$ cat src/pll_mode_map.svh
// constants for the pll mode and input selection block
// assumes a 40 MHz core clock; included by bare name
`ifndef PLL_MODE_MAP_SVH
`define PLL_MODE_MAP_SVH

`define CORE_CLK_KHZ     40000
`define HIST_DEPTH       120
`define HIST_IDX_W       7
`define SAMPLE_TIME_MS   1000
`define SAMPLE_CYCLES    (`SAMPLE_TIME_MS * `CORE_CLK_KHZ)
`define RAMP_TICK_US     1000
`define RAMP_CYCLES      ((`RAMP_TICK_US * `CORE_CLK_KHZ) / 1000)
`define RAMP_CODES       6'h28
`define FREQ_W           16
`define SUM_W            23
`define FEEDBACK_INPUT   2'h3
`define PIN_SEL_RESET    1'b0

`endif

$ cat src/pll_mode_pkg.sv
// types for the pll mode and input selection block
// assumes nothing beyond the constant header
package pll_mode_pkg;

  typedef enum logic [1:0] {
    MODE_FREERUN  = 2'b00,
    MODE_ACQUIRE  = 2'b01,
    MODE_LOCKED   = 2'b10,
    MODE_HOLDOVER = 2'b11
  } pll_mode_t;

  typedef enum logic [1:0] {
    BW_NORMAL = 2'b00,
    BW_FAST   = 2'b01,
    BW_EXIT   = 2'b10
  } loop_bw_t;

endpackage

$ cat src/pll_mode_and_input_select.sv
// pll mode sequencer, holdover averaging, exit ramp and reference input selection
// assumes loss-of-signal, frequency and lock monitors run on core_clk;
// only the select pins arrive from outside the clock domain
//
// Overview of operation
// - after init enter freerun, outputs on
// - valid selected input starts lock acquisition
// - fast bandwidth during acquisition, then normal
// - locked drives lock loss pin high, flag clear
// - holdover when selected invalid and history exists, freerun if none
// - record frequency history while locked, 120 s
// - holdover frequency averages window after delay
// - valid input during holdover reacquires glitchlessly
// - ramped exit moves linearly to target frequency
// - forty ramp rates, independent of loop bandwidth
// - same ramp rates for exit and switching
// - unramped exit uses loop or exit bandwidth
// - reference select, external clock removes caps
// - manual select by pins or register, pins default
// - manual input without clock: freerun or holdover
// - zero delay makes input three feedback only
// - automatic selects only valid inputs, else holdover or freerun
// - revertive always picks highest priority valid input
// - non-revertive keeps active input while valid
// - hitless switching absorbs fixed phase offset
// - without hitless, offset slews at loop bandwidth
// - loss and frequency monitors qualify each input
`timescale 1ns/1ps
`include "pll_mode_map.svh"

module pll_mode_and_input_select
  import pll_mode_pkg::*;
#(
  parameter int unsigned SAMPLE_CYCLES = `SAMPLE_CYCLES,
  parameter int unsigned RAMP_CYCLES   = `RAMP_CYCLES
) (
  // clock and reset
  input  wire logic              core_clk,
  input  wire logic              rst,
  // initialisation and monitors
  input  wire logic              init_done,
  input  wire logic [3:0]        signal_loss_flag,
  input  wire logic [3:0]        frequency_fault_flag,
  input  wire logic              lock_detect,
  input  wire logic [15:0]       loop_freq,
  input  wire logic [15:0]       target_freq,
  // configuration
  input  wire logic              fastlock_en,
  input  wire logic              external_reference_option,
  input  wire logic              zero_delay_option,
  input  wire logic              sel_by_register,
  input  wire logic [1:0]        sel_register,
  input  wire logic [1:0]        sel_pins,
  input  wire logic              auto_select,
  input  wire logic              revertive,
  input  wire logic              hitless_en,
  input  wire logic              ramp_exit_en,
  input  wire logic              ramp_switch_en,
  input  wire logic              exit_bw_en,
  input  wire logic [5:0]        ramp_rate,
  input  wire logic [2:0]        avg_window_log2,
  input  wire logic [6:0]        avg_delay,
  // status and loop control
  output logic [1:0]             mode,
  output logic                   lock_loss_pin_n,
  output logic                   lock_loss_flag,
  output logic                   outputs_en,
  output logic                   xtal_caps_en,
  output logic [1:0]             active_input,
  output logic                   active_valid,
  output logic [1:0]             loop_bw_sel,
  output logic                   freq_override,
  output logic [15:0]            freq_cmd,
  output logic                   phase_absorb,
  output logic                   phase_slew
);

  // ***************************************************************
  // select pin synchroniser
  // ***************************************************************
  logic [1:0] pin_s1_q, pin_s2_q, pin_s3_q, pin_sel_q;
  always_ff @(posedge core_clk or posedge rst) begin
    if (rst) begin
      pin_s1_q  <= 2'h0;
      pin_s2_q  <= 2'h0;
      pin_s3_q  <= 2'h0;
      pin_sel_q <= 2'h0;
    end else begin
      pin_s1_q <= sel_pins;
      pin_s2_q <= pin_s1_q;
      pin_s3_q <= pin_s2_q;
      if (pin_s2_q == pin_s3_q) begin
        pin_sel_q <= pin_s3_q;
      end
    end
  end

  // ***************************************************************
  // input qualification and selection
  // ***************************************************************
  logic [3:0] valid_m;
  logic [1:0] manual_sel, best_sel, sel_d, sel_q;
  logic       any_valid, sel_valid_d, sel_valid_q, switched;

  genvar gi;
  generate
    for (gi = 0; gi < 4; gi++) begin : g_qual
      assign valid_m[gi] = !signal_loss_flag[gi] && !frequency_fault_flag[gi] &&
                           !(zero_delay_option && gi == 3);
    end
  endgenerate

  // pins decode straight to the input index; pins win after reset
  assign manual_sel  = sel_by_register ? sel_register : pin_sel_q;
  assign any_valid   = |valid_m;
  // lowest index is highest priority
  assign best_sel    = valid_m[0] ? 2'h0 : valid_m[1] ? 2'h1 :
                       valid_m[2] ? 2'h2 : 2'h3;
  assign sel_d       = !auto_select ? manual_sel :
                       (revertive || !valid_m[sel_q]) ? best_sel : sel_q;
  assign sel_valid_d = auto_select ? any_valid : valid_m[manual_sel];
  assign switched    = sel_valid_q && sel_valid_d && (sel_d != sel_q);

  always_ff @(posedge core_clk or posedge rst) begin
    if (rst) begin
      sel_q       <= 2'h0;
      sel_valid_q <= 1'b0;
    end else begin
      sel_q       <= sel_d;
      sel_valid_q <= sel_valid_d;
    end
  end

  // ***************************************************************
  // frequency history while locked
  // ***************************************************************
  logic [15:0]  hist_q [`HIST_DEPTH];
  logic [6:0]   wr_q, fill_q;
  logic [31:0]  smp_cnt_q;
  logic         smp_tick;
  pll_mode_t    state_q, state_d;

  assign smp_tick = (smp_cnt_q == SAMPLE_CYCLES - 1);

  always_ff @(posedge core_clk or posedge rst) begin
    if (rst) begin
      smp_cnt_q <= 32'h0;
      wr_q      <= 7'h0;
      fill_q    <= 7'h0;
    end else if (state_q != MODE_LOCKED) begin
      smp_cnt_q <= 32'h0;
    end else begin
      smp_cnt_q <= smp_tick ? 32'h0 : smp_cnt_q + 32'h1;
      if (smp_tick) begin
        wr_q   <= (wr_q == 7'(`HIST_DEPTH - 1)) ? 7'h0 : wr_q + 7'h1;
        fill_q <= (fill_q == 7'(`HIST_DEPTH)) ? fill_q : fill_q + 7'h1;
      end
    end
  end

  generate
    for (gi = 0; gi < `HIST_DEPTH; gi++) begin : g_hist
      always_ff @(posedge core_clk or posedge rst) begin
        if (rst) begin
          hist_q[gi] <= 16'h0;
        end else if (state_q == MODE_LOCKED && smp_tick && wr_q == 7'(gi)) begin
          hist_q[gi] <= loop_freq;
        end
      end
    end
  endgenerate

  // ***************************************************************
  // holdover averaging engine
  // ***************************************************************
  logic                avg_busy_q;
  logic [6:0]          rd_q, left_q, start_idx, span;
  logic [`SUM_W-1:0]   sum_q;
  logic [15:0]         hold_freq_q;
  logic                enter_hold;

  assign enter_hold = (state_d == MODE_HOLDOVER) && (state_q != MODE_HOLDOVER);
  // skip the newest samples, which may be corrupt by the failure
  assign start_idx  = (wr_q > avg_delay) ? wr_q - avg_delay - 7'h1
                      : 7'(`HIST_DEPTH - 1) - (avg_delay - wr_q);
  assign span       = 7'h1 << avg_window_log2;

  always_ff @(posedge core_clk or posedge rst) begin
    if (rst) begin
      avg_busy_q  <= 1'b0;
      rd_q        <= 7'h0;
      left_q      <= 7'h0;
      sum_q       <= '0;
      hold_freq_q <= 16'h0;
    end else if (enter_hold) begin
      avg_busy_q <= 1'b1;
      rd_q       <= start_idx;
      left_q     <= span;
      sum_q      <= '0;
    end else if (avg_busy_q) begin
      sum_q  <= sum_q + `SUM_W'(hist_q[rd_q]);
      rd_q   <= (rd_q == 7'h0) ? 7'(`HIST_DEPTH - 1) : rd_q - 7'h1;
      left_q <= left_q - 7'h1;
      if (left_q == 7'h1) begin
        avg_busy_q  <= 1'b0;
        hold_freq_q <= 16'((sum_q + `SUM_W'(hist_q[rd_q])) >> avg_window_log2);
      end
    end
  end

  // ***************************************************************
  // ramp generator for holdover exit and input switching
  // ***************************************************************
  logic        ramp_q, ramp_start, rtick;
  logic [31:0] rcnt_q;
  logic [15:0] rstep, ramp_freq_q, rdiff;
  logic [5:0]  rcode;

  // codes above the last setting clamp to the fastest one
  assign rcode = (ramp_rate >= `RAMP_CODES) ? `RAMP_CODES - 6'h1 : ramp_rate;
  assign rstep = 16'({2'h0, rcode[1:0]} + 4'h1) << rcode[5:2];
  assign rtick = (rcnt_q == RAMP_CYCLES - 1);
  assign rdiff = (ramp_freq_q > target_freq) ? ramp_freq_q - target_freq
                 : target_freq - ramp_freq_q;
  assign ramp_start = ((state_q == MODE_HOLDOVER) && (state_d == MODE_ACQUIRE) && ramp_exit_en)
                      || (switched && ramp_switch_en && state_q != MODE_HOLDOVER);

  always_ff @(posedge core_clk or posedge rst) begin
    if (rst) begin
      ramp_q      <= 1'b0;
      rcnt_q      <= 32'h0;
      ramp_freq_q <= 16'h0;
    end else if (ramp_start) begin
      ramp_q      <= 1'b1;
      rcnt_q      <= 32'h0;
      ramp_freq_q <= (state_q == MODE_HOLDOVER) ? hold_freq_q : loop_freq;
    end else if (ramp_q) begin
      rcnt_q <= rtick ? 32'h0 : rcnt_q + 32'h1;
      if (rtick) begin
        if (rdiff <= rstep) begin
          ramp_freq_q <= target_freq;
          ramp_q      <= 1'b0;
        end else if (ramp_freq_q > target_freq) begin
          ramp_freq_q <= ramp_freq_q - rstep;
        end else begin
          ramp_freq_q <= ramp_freq_q + rstep;
        end
      end
    end
  end

  // ***************************************************************
  // mode sequencer
  // ***************************************************************
  logic init_seen_q, from_hold_q;
  logic fall_back;

  assign fall_back = (fill_q != 7'h0);

  always_comb begin
    state_d = state_q;
    unique case (state_q)
      MODE_FREERUN: begin
        if (init_seen_q && sel_valid_q) begin
          state_d = MODE_ACQUIRE;
        end
      end
      MODE_ACQUIRE: begin
        if (!sel_valid_q) begin
          state_d = fall_back ? MODE_HOLDOVER : MODE_FREERUN;
        end else if (switched) begin
          state_d = MODE_ACQUIRE;
        end else if (lock_detect && !ramp_q) begin
          state_d = MODE_LOCKED;
        end
      end
      MODE_LOCKED: begin
        if (!sel_valid_q) begin
          state_d = fall_back ? MODE_HOLDOVER : MODE_FREERUN;
        end else if (switched || !lock_detect) begin
          state_d = MODE_ACQUIRE;
        end
      end
      MODE_HOLDOVER: begin
        if (sel_valid_q && !avg_busy_q) begin
          state_d = MODE_ACQUIRE;
        end
      end
    endcase
  end

  always_ff @(posedge core_clk or posedge rst) begin
    if (rst) begin
      state_q     <= MODE_FREERUN;
      init_seen_q <= 1'b0;
      from_hold_q <= 1'b0;
    end else begin
      state_q     <= init_seen_q ? state_d : MODE_FREERUN;
      init_seen_q <= init_seen_q | init_done;
      if (state_q == MODE_HOLDOVER) begin
        from_hold_q <= 1'b1;
      end else if (state_q == MODE_LOCKED) begin
        from_hold_q <= 1'b0;
      end
    end
  end

  // ***************************************************************
  // registered outputs
  // ***************************************************************
  loop_bw_t bw_d;
  logic     is_locked;

  assign is_locked = (state_q == MODE_LOCKED);
  assign bw_d = (state_q != MODE_ACQUIRE) ? BW_NORMAL :
                (from_hold_q && !ramp_exit_en && exit_bw_en) ? BW_EXIT :
                fastlock_en ? BW_FAST : BW_NORMAL;

  always_ff @(posedge core_clk or posedge rst) begin
    if (rst) begin
      mode            <= 2'h0;
      lock_loss_pin_n <= 1'b0;
      lock_loss_flag  <= 1'b1;
      outputs_en      <= 1'b0;
      xtal_caps_en    <= 1'b1;
      active_input    <= 2'h0;
      active_valid    <= 1'b0;
      loop_bw_sel     <= 2'h0;
      freq_override   <= 1'b0;
      freq_cmd        <= 16'h0;
      phase_absorb    <= 1'b0;
      phase_slew      <= 1'b0;
    end else begin
      mode            <= state_q;
      lock_loss_pin_n <= is_locked;
      lock_loss_flag  <= !is_locked;
      outputs_en      <= init_seen_q;
      xtal_caps_en    <= !external_reference_option;
      active_input    <= sel_q;
      active_valid    <= sel_valid_q;
      loop_bw_sel     <= bw_d;
      freq_override   <= ramp_q || state_q == MODE_HOLDOVER;
      freq_cmd        <= (state_q == MODE_HOLDOVER) ? hold_freq_q : ramp_freq_q;
      phase_absorb    <= switched && hitless_en;
      if (switched) begin
        phase_slew <= !hitless_en;
      end else if (is_locked) begin
        phase_slew <= 1'b0;
      end
    end
  end

  // ***************************************************************
  // checks
  // ***************************************************************
  property p_lock_pin;
    @(posedge core_clk) disable iff (rst)
    is_locked |=> lock_loss_pin_n && !lock_loss_flag;
  endproperty
  a_lock_pin: assert property (p_lock_pin) else $error("lock pin wrong when locked");

  property p_init_out;
    @(posedge core_clk) disable iff (rst)
    init_done |-> ##2 outputs_en && mode == 2'h0 || mode != 2'h0;
  endproperty
  a_init_out: assert property (p_init_out) else $error("outputs off after init");

  property p_acquire;
    @(posedge core_clk) disable iff (rst)
    init_seen_q && state_q == MODE_FREERUN && sel_valid_q |=> state_q == MODE_ACQUIRE;
  endproperty
  a_acquire: assert property (p_acquire) else $error("no acquisition on valid input");

  property p_holdover;
    @(posedge core_clk) disable iff (rst)
    init_seen_q && is_locked && !sel_valid_q && fill_q != 7'h0 |=> state_q == MODE_HOLDOVER;
  endproperty
  a_holdover: assert property (p_holdover) else $error("holdover not entered");

  property p_feedback;
    @(posedge core_clk) disable iff (rst)
    zero_delay_option && $past(zero_delay_option) |-> !(sel_valid_q && sel_q == `FEEDBACK_INPUT);
  endproperty
  a_feedback: assert property (p_feedback) else $error("feedback input selected");

  property p_revert;
    @(posedge core_clk) disable iff (rst)
    auto_select && revertive && valid_m[0] |=> sel_q == 2'h0;
  endproperty
  a_revert: assert property (p_revert) else $error("revertive missed input zero");

  property p_keep;
    @(posedge core_clk) disable iff (rst)
    auto_select && !revertive && valid_m[sel_q] |=> $stable(sel_q);
  endproperty
  a_keep: assert property (p_keep) else $error("non-revertive left valid input");

  property p_caps;
    @(posedge core_clk) disable iff (rst)
    external_reference_option ##1 external_reference_option |-> !xtal_caps_en;
  endproperty
  a_caps: assert property (p_caps) else $error("crystal caps on with external clock");

  property p_fast;
    @(posedge core_clk) disable iff (rst)
    state_q == MODE_ACQUIRE && fastlock_en && !from_hold_q |=> loop_bw_sel == BW_FAST;
  endproperty
  a_fast: assert property (p_fast) else $error("fast bandwidth not used");

endmodule // pll_mode_and_input_select

$ cat config.mk
export PLATFORM = sky130hd
export DESIGN_NAME = pll_mode_and_input_select
export DESIGN_NICKNAME = d
export VERILOG_FILES = /design/src/pll_mode_pkg.sv /design/src/pll_mode_and_input_select.sv
export VERILOG_INCLUDE_DIRS = /design/src
export SDC_FILE = /design/constraint.sdc
export NUM_CORES = 2
export LEC_CHECK = 0
export BUFFER_PORTS_ARGS = -buffer_cell sky130_fd_sc_hd__buf_2
export CAP_MARGIN = 20
export CORE_MARGIN = 1.5
export CORE_UTILIZATION = 60
export DETAILED_ROUTE_END_ITERATION = 8
export HOLD_SLACK_MARGIN = 0.03
export PLACE_DENSITY_LB_ADDON = 0.12
export SLEW_MARGIN = 30
export SYNTH_ARGS = -nofsm -noshare
export SYNTH_HDL_FRONTEND = slang
export SYNTH_SLANG_ARGS = --single-unit
export TNS_END_PERCENT = 5
$ cat constraint.sdc
create_clock -name core_clk -period 153.3 [get_ports core_clk]
set_input_delay 7.665 -clock core_clk [delete_from_list [all_inputs] [get_ports core_clk]]
set_output_delay 7.665 -clock core_clk [all_outputs]
set_load 0.02 [all_outputs]
==> reports/metrics.cfg <==
[clocking]
clk_pin_slew_worst_paths_ns = 0.06
cts_buffers = 214
holdBufCountCts = 0
postCtsSetupRepairBufs = 0
clock_path_buffers = 3
cts-root-buf = clkbuf_16
h-tree-depth = 4
insertion_delay_ns = 0.86
cts_tree = yes
cts_resized = 0
clock_sinks = 2114

[timing]
slew_headroom = 0.301
clock_skew_ns = 0.0376
finalSetupViolations = 0
fin_crit_sh = 0.0791
max_freq_mhz = 82.5
holdWs_ns = 0.359
fin_tns_setup_ns = 0
hold_violations = 0
tightestPinTransition_ns = 1.04
maxSlewViolCount = 0
period_needed_ns = 12.12
rsz0062_at_grt = no

[layout]
layout_commonest_cell = dfrtp_1
final_area_sq_um = 112000
layout-drive-gt1-share = 0.370
nNetsFinal = 7160
layout_common_cells = 2107 x dfrtp_1, 1277 x mux2_2, 587 x mux4_2
finish.utilization = 0.658
layout.cells.non_filler = 9374
syn_to_final_growth_pct = 8.61

[place]
hpwl_mm = 160
placed_area_sq_um = 104000
placedCellCount = 8967
gp_congestion = 0.889
port_buffers = 103

[global_route]
grt_pass1_vias = 63100
grt_pass1_wl_mm = 397
antenna_found_initial = 9
track_usage = 0.301
grt_start_max_net_pins = 185
overflow = 0

[logic_synthesis]
yosys_warnings = 0
ys_ff_latch = 2114
synth_edf_count = 0
synth-async-reset-ratio = 1.00
ys_dominant_reg_cell = dfrtp_1
synth-seq-area-share = 0.514
avgSynthCellArea_sq_um = 14.5
synth_cells = 7129
synth_area_sq_um = 103000
yosysUniqueCellTypes = 89

[die]
die_y_um = 417
io_pins = 104
die_x_um = 417
dieArea_sq_um = 174000
rows = 151
coreArea_sq_um = 170000
initial_core_util = 0.606

[drt]
wl_per_cell_um = 27.4
ant_nets = 0
remaining_drc_errors = 0
vias_per_cell = 6.44
routed_wl_mm = 257
num_vias = 60300
drt_pass1_iterations = 6
drt-initial-drc-count = 4627

[min_path]
min_from = pin_s1_q[1]
worstHoldPathType = flip-flop to flip-flop
whs_endpoint = pin_s2_q[1]
min_path_cells = 0

[setup_path]
cp_max_fo = 27
path_buf_inv = 3
path_cells = buf_2 > inv_1 > ha_1 > a21oi_1 > a21oi_1 > nor4_1 > nand3_1 > a31oi_1 > or2_2 > mux2i_1 > a221oi_1 > xnor2_1 > ha_1 > nand2_1 > nor2_1 > and4_1 > o221ai_1 > a41oi_2 > buf_4 > nor3_1 > a221oi_1 > o211ai_1 > o21ai_0
cp.required_ns = 154.07
worstReg2RegStart = rd_q[1]
max_stage_delay_ns = 0.54
crit_family = compound AO/OA/AOI/OAI gates
cp-end-kind = flip-flop
path_class = input port to flip-flop
critPathSlowestCell = a31oi_1
rr_worst_depth = 19
timing.rr.end = hold_freq_q[14]
rrSetupSlack_ns = 145.10
start_kind = input port
crit_arrival_ns = 12.89

[power_and_ir_drop]
p_leak_nw = 48.4
power_density_nw_per_um2 = 16.8
peakVddDrop_mv = 0.0161

[run_status]
status = finished, final reports clean

[job]
drv_cap = 0

worst max path at each step:
stage,slack [ns],endpoint,from,cells after the start
5_1_grt,140.49,hist_q[1410],rst,8
6_report,141.18,ramp_freq_q[14],target_freq[10],23
4_1_cts,140.74,hist_q[1410],rst,8
3_3_place_gp,139.67,hist_q[1483],rst,8
3_5_place_dp,139.84,hist_q[1499],rst,8
2_1_floorplan,85.92,active_input[0],rst,1
synthesized netlist by cell type (12+ instances only):
| library cell | number | area share |
|---|---|---|
| nand2_1 | 290 | 0.011 |
| xnor2_1 | 59 | 0.0050 |
| o31ai_1 | 12 | 0.00087 |
| buf_6 | 64 | 0.0070 |
| or2_2 | 13 | 0.00079 |
| nand2_4 | 110 | 0.012 |
| ha_1 | 108 | 0.013 |
| o211ai_1 | 15 | 0.0011 |
| mux2_2 | 1277 | 0.14 |
| dfrtp_1 | 2112 | 0.51 |
| mux2i_1 | 118 | 0.011 |
| nor3_1 | 46 | 0.0022 |
| mux2_1 | 491 | 0.054 |
| buf_1 | 41 | 0.0015 |
| xor2_1 | 68 | 0.0058 |
| a21oi_1 | 131 | 0.0064 |
| a21o_1 | 40 | 0.0029 |
| buf_4 | 37 | 0.0027 |
| a211oi_1 | 29 | 0.0021 |
| mux2_4 | 57 | 0.0083 |
| nor4_1 | 14 | 0.00085 |
| clkbuf_1 | 337 | 0.012 |
| o21a_1 | 12 | 0.00087 |
| inv_1 | 107 | 0.0039 |
| buf_2 | 114 | 0.0055 |
| o21ai_0 | 247 | 0.012 |
| and2_1 | 29 | 0.0018 |
| o22ai_1 | 25 | 0.0015 |
| nor2_1 | 181 | 0.0066 |
| a31oi_1 | 28 | 0.0017 |
| or3_1 | 22 | 0.0013 |
| nand2b_1 | 17 | 0.0010 |
| and3_1 | 42 | 0.0026 |
| mux4_2 | 587 | 0.13 |
| nor2b_1 | 24 | 0.0015 |
| nand4_1 | 28 | 0.0017 |
| nand3_1 | 52 | 0.0025 |
area by class of cell:
type | count | area (sq um)
antenna | 4 | 10.0
fill | 12100 | 58100
tap | 2218 | 2780
inverter | 108 | 422
timing repair buffer | 215 | 1670
clock buffer | 327 | 6380
sequential | 2114 | 52900
clock inverter | 71 | 892
multi-input combinational | 4317 | 46800
sequential cells by signal, indices dropped and copies added, names as in the netlist, 7 cells and up:
register	flops
hist_q	1920
rd_q	7
rcnt_q	32
ramp_freq_q	16
wr_q	7
fill_q	7
hold_freq_q	16
sum_q	23
left_q	7
smp_cnt_q	32
freq_cmd	16
per-stage QoR:
stage / setup slack [ns] / total power [W]
global placement: 139.67 / 0.00134
CTS: 140.74 / 0.00189
detailed placement: 139.84 / 0.00135
floorplan: 85.92 / 0.00114
finish: 141.18 / 0.00188
global route: 140.49 / 0.00196
per-layer routing:
metal,share of wire,up-vias,track usage
li1,-,26000,-
met1,0.43,32500,0.420
met2,0.49,1529,0.493
met3,0.054,353,0.0446
met4,0.032,0,0.0938
met5,0,-,0
cell families after synthesis:
logic type | after synthesis | share of synthesized area
AO/OA/AOI/OAI | 621 | 0.0366
XOR/XNOR | 127 | 0.0108
buffers and inverters | 701 | 0.0329
adder cells (fa/ha/maj) | 116 | 0.0147
flip-flops | 2114 | 0.514
multiplexers | 2530 | 0.341
AND/OR/NAND/NOR | 919 | 0.0501
other | 1 | 0.0000364
power breakdown:
part / internal (W) / leakage, nW / switching, W
logic: 0.000310 / 20.3 / 0.000405
registers: 0.000598 / 24.5 / 0.0000325
clock network: 0.000311 / 3.58 / 0.000225
total: 0.00122 / 48.4 / 0.000663
Note: power is estimated with default switching activity, not from simulation.
